### src/logic/gil_pkg.sv
// shared types, register map and field layout of the pin logic
package gil_pkg;

    typedef enum logic [2:0] {
        gil_mode_unused,
        gil_mode_input,
        gil_mode_output,
        gil_mode_bidir,
        gil_mode_clkout
    } gil_mode_t;

    typedef struct packed {
        gil_mode_t mode;
        logic in_reg;
        logic in_fall;
        logic in_dual;
        logic alternate_sel;
        logic out_reg;
        logic out_fall;
        logic out_dual;
        logic out_inv;
        logic oe_reg;
        logic oe_fall;
        logic unused_pull_down;
        logic diff_general;
    } gil_cfg_t;

    localparam int GIL_ADDR_W = 8;
    localparam logic [7:0] GIL_REG_CFG = 8'h00;
    localparam logic [7:0] GIL_REG_STATUS = 8'h04;

    // configuration word layout
    localparam int GIL_MODE_LSB = 0;
    localparam int GIL_IN_REG_BIT = 3;
    localparam int GIL_IN_FALL_BIT = 4;
    localparam int GIL_IN_DUAL_BIT = 5;
    localparam int GIL_ALTERNATE_SEL_BIT = 6;
    localparam int GIL_OUT_REG_BIT = 7;
    localparam int GIL_OUT_FALL_BIT = 8;
    localparam int GIL_OUT_DUAL_BIT = 9;
    localparam int GIL_OUT_INV_BIT = 10;
    localparam int GIL_OE_REG_BIT = 11;
    localparam int GIL_OE_FALL_BIT = 12;
    localparam int GIL_PULL_DOWN_BIT = 13;
    localparam int GIL_DIFF_BIT = 14;

    // status word layout
    localparam int GIL_ST_PAD_BIT = 0;
    localparam int GIL_ST_CORE_IN_BIT = 1;
    localparam int GIL_ST_CORE_FALL_BIT = 2;
    localparam int GIL_ST_OE_BIT = 3;
    localparam int GIL_ST_BUSY_BIT = 4;

    localparam gil_cfg_t GIL_CFG_RESET = '{gil_mode_unused, 1'b0, 1'b0, 1'b0, 1'b0,
        1'b0, 1'b0, 1'b0, 1'b0, 1'b0, 1'b0, 1'b0, 1'b0};

    function automatic gil_cfg_t gil_unpack(input logic [31:0] w);
        gil_cfg_t c;
        c = GIL_CFG_RESET;
        case (w[GIL_MODE_LSB +: 3])
            3'h1: c.mode = gil_mode_input;
            3'h2: c.mode = gil_mode_output;
            3'h3: c.mode = gil_mode_bidir;
            3'h4: c.mode = gil_mode_clkout;
            default: c.mode = gil_mode_unused;
        endcase
        c.in_reg = w[GIL_IN_REG_BIT];
        c.in_fall = w[GIL_IN_FALL_BIT];
        c.in_dual = w[GIL_IN_DUAL_BIT];
        c.alternate_sel = w[GIL_ALTERNATE_SEL_BIT];
        c.out_reg = w[GIL_OUT_REG_BIT];
        c.out_fall = w[GIL_OUT_FALL_BIT];
        c.out_dual = w[GIL_OUT_DUAL_BIT];
        c.out_inv = w[GIL_OUT_INV_BIT];
        c.oe_reg = w[GIL_OE_REG_BIT];
        c.oe_fall = w[GIL_OE_FALL_BIT];
        c.unused_pull_down = w[GIL_PULL_DOWN_BIT];
        c.diff_general = w[GIL_DIFF_BIT];
        return c;
    endfunction : gil_unpack

    function automatic logic [31:0] gil_pack(input gil_cfg_t c);
        logic [31:0] w;
        w = 32'h0000_0000;
        w[GIL_MODE_LSB +: 3] = c.mode;
        w[GIL_IN_REG_BIT] = c.in_reg;
        w[GIL_IN_FALL_BIT] = c.in_fall;
        w[GIL_IN_DUAL_BIT] = c.in_dual;
        w[GIL_ALTERNATE_SEL_BIT] = c.alternate_sel;
        w[GIL_OUT_REG_BIT] = c.out_reg;
        w[GIL_OUT_FALL_BIT] = c.out_fall;
        w[GIL_OUT_DUAL_BIT] = c.out_dual;
        w[GIL_OUT_INV_BIT] = c.out_inv;
        w[GIL_OE_REG_BIT] = c.oe_reg;
        w[GIL_OE_FALL_BIT] = c.oe_fall;
        w[GIL_PULL_DOWN_BIT] = c.unused_pull_down;
        w[GIL_DIFF_BIT] = c.diff_general;
        return w;
    endfunction : gil_pack

endpackage : gil_pkg

### src/logic/gil_cfg_if.sv
// configuration bundle passed from the pin top to its data paths
`timescale 1ns/10ps
`default_nettype none
interface gil_cfg_if;
    import gil_pkg::*;
    gil_cfg_t cfg;
    logic busy;
    modport ctl (output cfg, output busy);
    modport path (input cfg, input busy);
endinterface : gil_cfg_if
`default_nettype wire

### src/logic/gil_in_path.sv
// receive path: capture registers and alternate input
`timescale 1ns/10ps
`default_nettype none
module gil_in_path
    import gil_pkg::*;
(
    input wire logic clk,
    input wire logic sys_rst,
    gil_cfg_if.path cfg_if,
    input wire logic pad_in,
    input wire logic in_register_clock,
    output logic core_in,
    output logic core_in_fall,
    output logic alternate_out
);

    typedef struct packed {
        logic clk_prev;
        logic cap_rise;
        logic cap_fall;
    } gil_in_state_t;

    gil_in_state_t s;
    gil_in_state_t next_s;
    logic rx_en;
    logic rise;
    logic fall;

    assign rx_en = (cfg_if.cfg.mode == gil_mode_input) || (cfg_if.cfg.mode == gil_mode_bidir);
    assign rise = in_register_clock && !s.clk_prev;
    assign fall = !in_register_clock && s.clk_prev;

    // =========================================
    // capture
    always_comb begin
        next_s = s;
        next_s.clk_prev = in_register_clock;
        if (rx_en && cfg_if.cfg.in_dual) begin
            if (rise) begin
                next_s.cap_rise = pad_in;
            end
            if (fall) begin
                next_s.cap_fall = pad_in;
            end
        end else if (rx_en && cfg_if.cfg.in_reg) begin
            if (cfg_if.cfg.in_fall ? fall : rise) begin
                next_s.cap_rise = pad_in;
            end
        end
    end

    always_ff @(posedge clk) begin
        if (sys_rst) begin
            s <= '0;
        end else begin
            s <= next_s;
        end
    end

    // unregistered receive passes straight through, the clock is ignored
    assign core_in = rx_en && ((cfg_if.cfg.in_reg || cfg_if.cfg.in_dual) ? s.cap_rise
                                                                            : pad_in);
    assign core_in_fall = rx_en && cfg_if.cfg.in_dual && s.cap_fall;
    // no register option exists on this path
    assign alternate_out = rx_en && cfg_if.cfg.alternate_sel && pad_in;

    property p_cap_edge;
        @(posedge clk) disable iff (sys_rst)
        (rx_en && cfg_if.cfg.in_reg && !cfg_if.cfg.in_dual && !cfg_if.cfg.in_fall && rise)
        |=> (s.cap_rise == $past(pad_in));
    endproperty
    a_cap_edge: assert property (p_cap_edge) else $error("rising capture missed");

    property p_dual_fall;
        @(posedge clk) disable iff (sys_rst)
        (rx_en && cfg_if.cfg.in_dual && fall) ##1 (cfg_if.cfg.in_dual && rx_en)
        |-> (core_in_fall == $past(pad_in));
    endproperty
    a_dual_fall: assert property (p_dual_fall) else $error("falling stream wrong");

    property p_alternate;
        @(posedge clk) disable iff (sys_rst)
        (rx_en && cfg_if.cfg.alternate_sel) |-> (alternate_out == pad_in);
    endproperty
    a_alternate: assert property (p_alternate) else $error("alternate input not direct");

endmodule : gil_in_path
`default_nettype wire

### src/logic/gil_out_path.sv
// transmit and output-enable path with dual-edge mux and inversion
`timescale 1ns/10ps
`default_nettype none
module gil_out_path
    import gil_pkg::*;
(
    input wire logic clk,
    input wire logic sys_rst,
    gil_cfg_if.path cfg_if,
    input wire logic core_out,
    input wire logic core_oe,
    input wire logic out_register_clock,
    output logic pad_data,
    output logic pad_drive
);

    typedef struct packed {
        logic clk_prev;
        logic out_q;
        logic out_fall_q;
        logic oe_q;
    } gil_out_state_t;

    gil_out_state_t s;
    gil_out_state_t next_s;
    logic tx_en;
    logic rise;
    logic fall;
    logic reg_val;

    assign tx_en = (cfg_if.cfg.mode == gil_mode_output) || (cfg_if.cfg.mode == gil_mode_bidir);
    assign rise = out_register_clock && !s.clk_prev;
    assign fall = !out_register_clock && s.clk_prev;

    // =========================================
    // registers on the output clock
    always_comb begin
        next_s = s;
        next_s.clk_prev = out_register_clock;
        if (tx_en && cfg_if.cfg.out_dual) begin
            if (rise) begin
                next_s.out_q = core_out;
            end
            if (fall) begin
                next_s.out_fall_q = core_out;
            end
        end else if (tx_en && cfg_if.cfg.out_reg) begin
            if (cfg_if.cfg.out_fall ? fall : rise) begin
                next_s.out_q = core_out;
            end
        end
        // the enable register shares the output clock
        if (tx_en && cfg_if.cfg.oe_reg && (cfg_if.cfg.oe_fall ? fall : rise)) begin
            next_s.oe_q = core_oe;
        end
    end

    always_ff @(posedge clk) begin
        if (sys_rst) begin
            s <= '0;
        end else begin
            s <= next_s;
        end
    end

    // high phase shows the rising register, low phase the falling one
    assign reg_val = (cfg_if.cfg.out_dual && !out_register_clock) ? s.out_fall_q
                                                                    : s.out_q;

    always_comb begin
        pad_data = 1'b0;
        pad_drive = 1'b0;
        case (cfg_if.cfg.mode)
            gil_mode_clkout: begin
                pad_data = out_register_clock;
                pad_drive = 1'b1;
            end
            gil_mode_output, gil_mode_bidir: begin
                if (cfg_if.cfg.out_reg || cfg_if.cfg.out_dual) begin
                    pad_data = reg_val ^ cfg_if.cfg.out_inv;
                end else begin
                    pad_data = core_out;
                end
                if (cfg_if.cfg.mode == gil_mode_output) begin
                    pad_drive = 1'b1;
                end else begin
                    pad_drive = cfg_if.cfg.oe_reg ? s.oe_q : core_oe;
                end
            end
            default: begin
                pad_data = 1'b0;
                pad_drive = 1'b0;
            end
        endcase
    end

    property p_out_rise;
        @(posedge clk) disable iff (sys_rst)
        (tx_en && cfg_if.cfg.out_reg && !cfg_if.cfg.out_dual && !cfg_if.cfg.out_fall && rise)
        |=> (s.out_q == $past(core_out));
    endproperty
    a_out_rise: assert property (p_out_rise) else $error("output register missed edge");

    property p_oe_reg;
        @(posedge clk) disable iff (sys_rst)
        (tx_en && cfg_if.cfg.oe_reg && !cfg_if.cfg.oe_fall && rise)
        |=> (s.oe_q == $past(core_oe));
    endproperty
    a_oe_reg: assert property (p_oe_reg) else $error("enable register missed edge");

    property p_dual_mux;
        @(posedge clk) disable iff (sys_rst)
        (cfg_if.cfg.mode == gil_mode_output && cfg_if.cfg.out_dual && out_register_clock)
        |-> (pad_data == (s.out_q ^ cfg_if.cfg.out_inv));
    endproperty
    a_dual_mux: assert property (p_dual_mux) else $error("high phase not rising data");

    property p_out_comb;
        @(posedge clk) disable iff (sys_rst)
        (cfg_if.cfg.mode == gil_mode_output && !cfg_if.cfg.out_reg && !cfg_if.cfg.out_dual)
        |-> (pad_data == core_out) && pad_drive;
    endproperty
    a_out_comb: assert property (p_out_comb) else $error("unregistered output not direct");

    property p_invert;
        @(posedge clk) disable iff (sys_rst)
        (tx_en && cfg_if.cfg.out_reg && !cfg_if.cfg.out_dual
         && cfg_if.cfg.out_inv && !cfg_if.cfg.out_fall && rise)
        ##1 (tx_en && cfg_if.cfg.out_inv && cfg_if.cfg.out_reg && !cfg_if.cfg.out_dual)
        |-> (pad_data == !$past(core_out));
    endproperty
    a_invert: assert property (p_invert) else $error("inverted output wrong");

endmodule : gil_out_path
`default_nettype wire

### src/logic/gil_top.sv
// general-purpose pin logic top: register port, pull control and pad drive
//
// Function
// - input mode enables only receive path
// - receive capture uses input clock, chosen edge
// - alternate input path is always combinational
// - dual-edge input gives rise and fall streams
// - output mode drives; register on output clock
// - registered output value can be inverted
// - dual-edge output captures on both clock edges
// - bidirectional mode enables receive, transmit, enable
// - input clock captures; output clock drives output, enable
// - receive and transmit registering chosen independently
// - enable register decides pad drive or release
// - clock-output mode forwards clock to pad
// - alternate input feeds reference clock directly
// - during configuration pins held weak pull-up; differential pins used as general pins get no pull
// - unused pins tri-stated with weak pull-up
// - unused pull-up replaceable by weak pull-down
// - core supplies enable, registered or direct
// - output clock governs output and enable registers
//
// The plain strobed port and the address map were left to the implementer.
`timescale 1ns/10ps
`default_nettype none
module gil_top
    import gil_pkg::*;
(
    input wire logic clk,
    input wire logic sys_rst,
    // register port
    input wire logic [GIL_ADDR_W-1:0] reg_addr,
    input wire logic [31:0] reg_wdata,
    input wire logic reg_write,
    input wire logic reg_read,
    output logic [31:0] reg_rdata,
    // core side
    input wire logic config_active,
    input wire logic in_register_clock,
    input wire logic out_register_clock,
    input wire logic core_out,
    input wire logic core_oe,
    output logic core_in,
    output logic core_in_fall,
    output logic alternate_input,
    // pad side
    input wire logic pad_in,
    output logic pad_out,
    output logic pad_oe,
    output logic pad_pull_up,
    output logic pad_pull_down
);

    typedef struct packed {
        gil_cfg_t cfg;
        logic [31:0] rdata;
        logic pull_up;
        logic pull_down;
    } gil_top_state_t;

    gil_top_state_t s;
    gil_top_state_t next_s;
    logic pad_data;
    logic pad_drive;
    logic [31:0] status_word;

    gil_cfg_if cfg_bus ();

    assign cfg_bus.cfg = s.cfg;
    assign cfg_bus.busy = config_active;

    // =========================================
    // data paths
    // receive and transmit keep separate register choices
    gil_in_path u_in (
        .clk(clk),
        .sys_rst(sys_rst),
        .cfg_if(cfg_bus.path),
        .pad_in(pad_in),
        .in_register_clock(in_register_clock),
        .core_in(core_in),
        .core_in_fall(core_in_fall),
        .alternate_out(alternate_input)
    );

    gil_out_path u_out (
        .clk(clk),
        .sys_rst(sys_rst),
        .cfg_if(cfg_bus.path),
        .core_out(core_out),
        .core_oe(core_oe),
        .out_register_clock(out_register_clock),
        .pad_data(pad_data),
        .pad_drive(pad_drive)
    );

    // =========================================
    // status
    always_comb begin
        status_word = 32'h0000_0000;
        status_word[GIL_ST_PAD_BIT] = pad_in;
        status_word[GIL_ST_CORE_IN_BIT] = core_in;
        status_word[GIL_ST_CORE_FALL_BIT] = core_in_fall;
        status_word[GIL_ST_OE_BIT] = pad_oe;
        status_word[GIL_ST_BUSY_BIT] = config_active;
    end

    // =========================================
    // registers and pulls
    always_comb begin
        next_s = s;
        next_s.rdata = 32'h0000_0000;
        if (reg_write) begin
            if (reg_addr == GIL_REG_CFG) begin
                next_s.cfg = gil_unpack(reg_wdata);
            end
        end
        if (reg_read) begin
            if (reg_addr == GIL_REG_CFG) begin
                next_s.rdata = gil_pack(s.cfg);
            end else if (reg_addr == GIL_REG_STATUS) begin
                next_s.rdata = status_word;
            end else begin
                next_s.rdata = 32'h0000_0000;
            end
        end
        // differential pins used as general pins get no pull while configuring
        if (config_active) begin
            next_s.pull_up = !s.cfg.diff_general;
            next_s.pull_down = 1'b0;
        end else if (s.cfg.mode == gil_mode_unused) begin
            next_s.pull_up = !s.cfg.unused_pull_down;
            next_s.pull_down = s.cfg.unused_pull_down;
        end else begin
            next_s.pull_up = 1'b0;
            next_s.pull_down = 1'b0;
        end
    end

    always_ff @(posedge clk) begin
        if (sys_rst) begin
            s <= '{GIL_CFG_RESET, 32'h0000_0000, 1'b1, 1'b0};
        end else begin
            s <= next_s;
        end
    end

    assign reg_rdata = s.rdata;
    assign pad_pull_up = s.pull_up;
    assign pad_pull_down = s.pull_down;
    // pad data and drive stay combinational so unregistered paths add no delay
    assign pad_out = pad_data;
    assign pad_oe = pad_drive && !config_active;

    // =========================================
    // checks
    property p_cfg_pull;
        @(posedge clk) disable iff (sys_rst)
        (config_active && !s.cfg.diff_general) |-> !pad_oe ##1 (pad_pull_up && !pad_pull_down);
    endproperty
    a_cfg_pull: assert property (p_cfg_pull) else $error("no pull-up while configuring");

    property p_unused_tristate;
        @(posedge clk) disable iff (sys_rst)
        (s.cfg.mode == gil_mode_unused) |-> !pad_oe;
    endproperty
    a_unused_tristate: assert property (p_unused_tristate) else $error("unused pin driven");

    property p_unused_pull;
        @(posedge clk) disable iff (sys_rst)
        (!config_active && s.cfg.mode == gil_mode_unused)
        |=> (pad_pull_down == $past(s.cfg.unused_pull_down))
            && (pad_pull_up == !$past(s.cfg.unused_pull_down));
    endproperty
    a_unused_pull: assert property (p_unused_pull) else $error("unused pull wrong");

    property p_input_rx_only;
        @(posedge clk) disable iff (sys_rst)
        (s.cfg.mode == gil_mode_input) |-> !pad_oe;
    endproperty
    a_input_rx_only: assert property (p_input_rx_only) else $error("input pin driven");

    property p_clkout;
        @(posedge clk) disable iff (sys_rst)
        (s.cfg.mode == gil_mode_clkout && !config_active)
        |-> (pad_out == out_register_clock) && pad_oe;
    endproperty
    a_clkout: assert property (p_clkout) else $error("clock not forwarded");

    property p_read_data;
        @(posedge clk) disable iff (sys_rst)
        (reg_read && reg_addr == GIL_REG_CFG) |=> (reg_rdata == gil_pack($past(s.cfg)));
    endproperty
    a_read_data: assert property (p_read_data) else $error("config readback wrong");

endmodule : gil_top
`default_nettype wire

### config.mk
export PLATFORM = sky130hd
export DESIGN_NAME = gil_top
export DESIGN_NICKNAME = d
export VERILOG_FILES = /design/src/logic/gil_pkg.sv /design/src/logic/gil_cfg_if.sv /design/src/logic/gil_in_path.sv /design/src/logic/gil_out_path.sv /design/src/logic/gil_top.sv
export SDC_FILE = /design/constraint.sdc
export NUM_CORES = 1
export LEC_CHECK = 0
export BUFFER_PORTS_ARGS = -buffer_cell sky130_fd_sc_hd__buf_2
export CAP_MARGIN = 20
export CORE_MARGIN = 10
export CORE_UTILIZATION = 40
export DETAILED_ROUTE_END_ITERATION = 10
export HOLD_SLACK_MARGIN = 0.03
export PLACE_DENSITY = 0.75
export SLEW_MARGIN = 20
export SYNTH_ARGS = -nofsm -noshare
export SYNTH_HDL_FRONTEND = slang
export SYNTH_SLANG_ARGS = --single-unit
### constraint.sdc
create_clock -name clk -period 2.25 [get_ports clk]
set_input_delay 0.3375 -clock clk [delete_from_list [all_inputs] [get_ports clk]]
set_output_delay 0.3375 -clock clk [all_outputs]
set_load 0.05 [all_outputs]
==> impl_metrics.json <==
{
  "r2r_setup_slack_ns": 0.93,
  "nNetsFinal": 287,
  "synth_top_area_share": 0.458,
  "seq_area_frac_synth": 0.458,
  "dieArea_mm2": 0.00727,
  "drtIter0Drc": 77,
  "totalWireLength_mm": 4.04,
  "holdWs_ns": 0.274,
  "syn_inst": 177,
  "cts_tree": "built",
  "setup-tns-final_ns": 0,
  "p_leak_uw": 0.00104,
  "netlist_area_mm2": 0.00170,
  "avgSynthCellArea_um2": 9.62,
  "hold_path_class": "input pin to flip-flop",
  "max-cap-violations": 0,
  "end_kind": "output port",
  "outcome": "finished, final reports clean",
  "worst_slack_ns": 0.248,
  "clk_pin_slew_ns": 0.07,
  "wire_per_inst_um": 14.0,
  "clock-sinks": 39,
  "die_y_um": 85.2,
  "ctsHoldBuffers": 0,
  "path_max_fanout": 8,
  "place_congestion": 0.777,
  "grt_pass1_wl_mm": 6.47,
  "hold_viol_final": 0,
  "synthToLayoutAreaGrowth_pct": 22.7,
  "ant_nets": 0,
  "grt_pass1_vias": 1349,
  "coreArea_mm2": 0.00406,
  "power.density_mw_per_mm2": 639,
  "vias_per_cell": 4.75,
  "cts_setup_buffers": 0,
  "core.rowCount": 23,
  "cts_made_buffers": 5,
  "synth_most_common_cell": "dfxtp_1",
  "dp.cells": 280,
  "clockBufferDepth": 2,
  "synth_top_flop_cell": "dfxtp_1",
  "dp_hpwl_mm": 3.12,
  "synth_area_leaders": "dfxtp_1 (46%), mux2i_1 (11%), buf_4 (7.5%)",
  "async_flop_share": 0,
  "layout-drive-gt1-share": 0.303,
  "diodes": 0,
  "synth_commonest_cells": "dfxtp_1 (39), nor2_1 (19), mux2i_1 (18)",
  "crit_type": "flip-flop to output port",
  "cts_resized": 0,
  "grt-ovfl-total": 0,
  "grt_max_degree": 26,
  "rsz0062_at_grt": "false",
  "yosysWarningCount": 0,
  "die_w_um": 85.2,
  "drcViolationCount": 0,
  "maxClockFrequency_mhz": 500,
  "synth_edf_count": 0,
  "h-tree-depth": 2,
  "cp_data_arrival_time_ns": 1.66,
  "vias": 1368,
  "yosysTopAreaCell": "dfxtp_1",
  "vdd_drop_max_uv": 461,
  "track_usage": 0.110,
  "clk_latency_ns": 0.29,
  "slowest_stage": "dfxtp_1",
  "crit_chain": "nor2b_1, mux2i_1, xor2_1, o21ai_1, buf_2",
  "initial_core_util": 0.420,
  "cp_slowest_stage_delay_ns": 0.44,
  "synth.distinct_cells": 33,
  "drv_slew": 0,
  "antenna_found_initial": 0,
  "cp-start-kind": "flip-flop",
  "final_core_util": 0.515,
  "post-place-ws_ns": 0.0253,
  "firstDrtPassIters": 4,
  "finalSetupViolCount": 0,
  "critical_path_required_ns": 1.91,
  "min_period_ns": 2.00,
  "skew_ns": 0.00391,
  "cts_root_buffer": "clkbuf_8",
  "stdcell_count": 288,
  "ios": 89,
  "portBuffers": 54,
  "post-route-period-util": 0.890,
  "ys_seq_elements": 39
}
-- cells in the final DEF (no fill, tap or decap), drive strengths merged, types with 6 or more instances in the layout --
cell type | synthesis | routed
dfxtp | 39 | 39
and2 | 10 | 10
conb | 1 | 17
a21oi | 7 | 7
nor2 | 19 | 19
clkbuf | 5 | 8
mux2i | 18 | 18
buf | 18 | 60
o21ai | 6 | 6
-- through the flow --
step	total power, µW	area [µm²]
2_1_floorplan	817	1760
3_3_place_gp	832	1990
3_5_place_dp	833	1990
4_1_cts	1350	2090
5_1_grt	1390	2090
6_report	1340	2090
-- kinds of logic after synthesis --
| kind of cell | after synthesis | share of synthesized area |
|---|---|---|
| AND/OR/NAND/NOR | 68 | 0.242 |
| buffers and inverters | 27 | 0.101 |
| flip-flops | 39 | 0.458 |
| multiplexers | 18 | 0.106 |
| AO/OA/AOI/OAI | 23 | 0.0845 |
| other | 1 | 0.00220 |
| XOR/XNOR | 1 | 0.00514 |
-- final timing paths --
path / startpoint / end / depth (start not counted)
worst max register to register: u_out.s[3] / u_out.s[2] / 4
worst min-delay path: reg_wdata[13] / cfg_bus.cfg[1] / 3
worst max-delay path: cfg_bus.cfg[5] / pad_out / 5
worst min register to register: u_out.s[2] / u_out.s[2] / 2
-- sequential cells by signal, indices dropped and copies added, names as in the netlist --
register       count
u_in.s             3
u_out.s            4
cfg_bus.cfg       15
pad_pull_down      1
pad_pull_up        1
reg_rdata         15
-- layer usage --
| metal | part of all wire | track usage | up-vias |
|---|---|---|---|
| met1 | 0.41 | 0.127 | 610 |
| met5 | 0 | 0 | - |
| li1 | - | - | 696 |
| met2 | 0.45 | 0.162 | 55 |
| met4 | 0.015 | 0.0404 | 0 |
| met3 | 0.12 | 0.0660 | 7 |
-- area by class of cell --
class                   count  area (µm²)
repair buffers             60         315
fillers                   393        1970
flip-flops and latches     39         781
well taps                  50        62.6
inverters                   4        15.0
clock buffers               8         100
multi-input cells         127         816
-- worst max-delay path: cells and delay by family, from the launching register on --
kind	cells	cell delay (ns)
DFF	1	0.44
muxes	1	0.22
xor gates and xnor gates	1	0.09
buffers and inverters	1	0.28
and+or+nand+nor	1	0.21
AOI/OAI and AO/OA	1	0.13
-- power by group --
group | leakage [µW] | switching, µW | internal, µW
Clock | 0.0000515 | 237 | 280
Sequential | 0.000315 | 2.36 | 693
Combinational | 0.000678 | 91.8 | 31.5
Note: power is estimated with default switching activity, not from simulation.
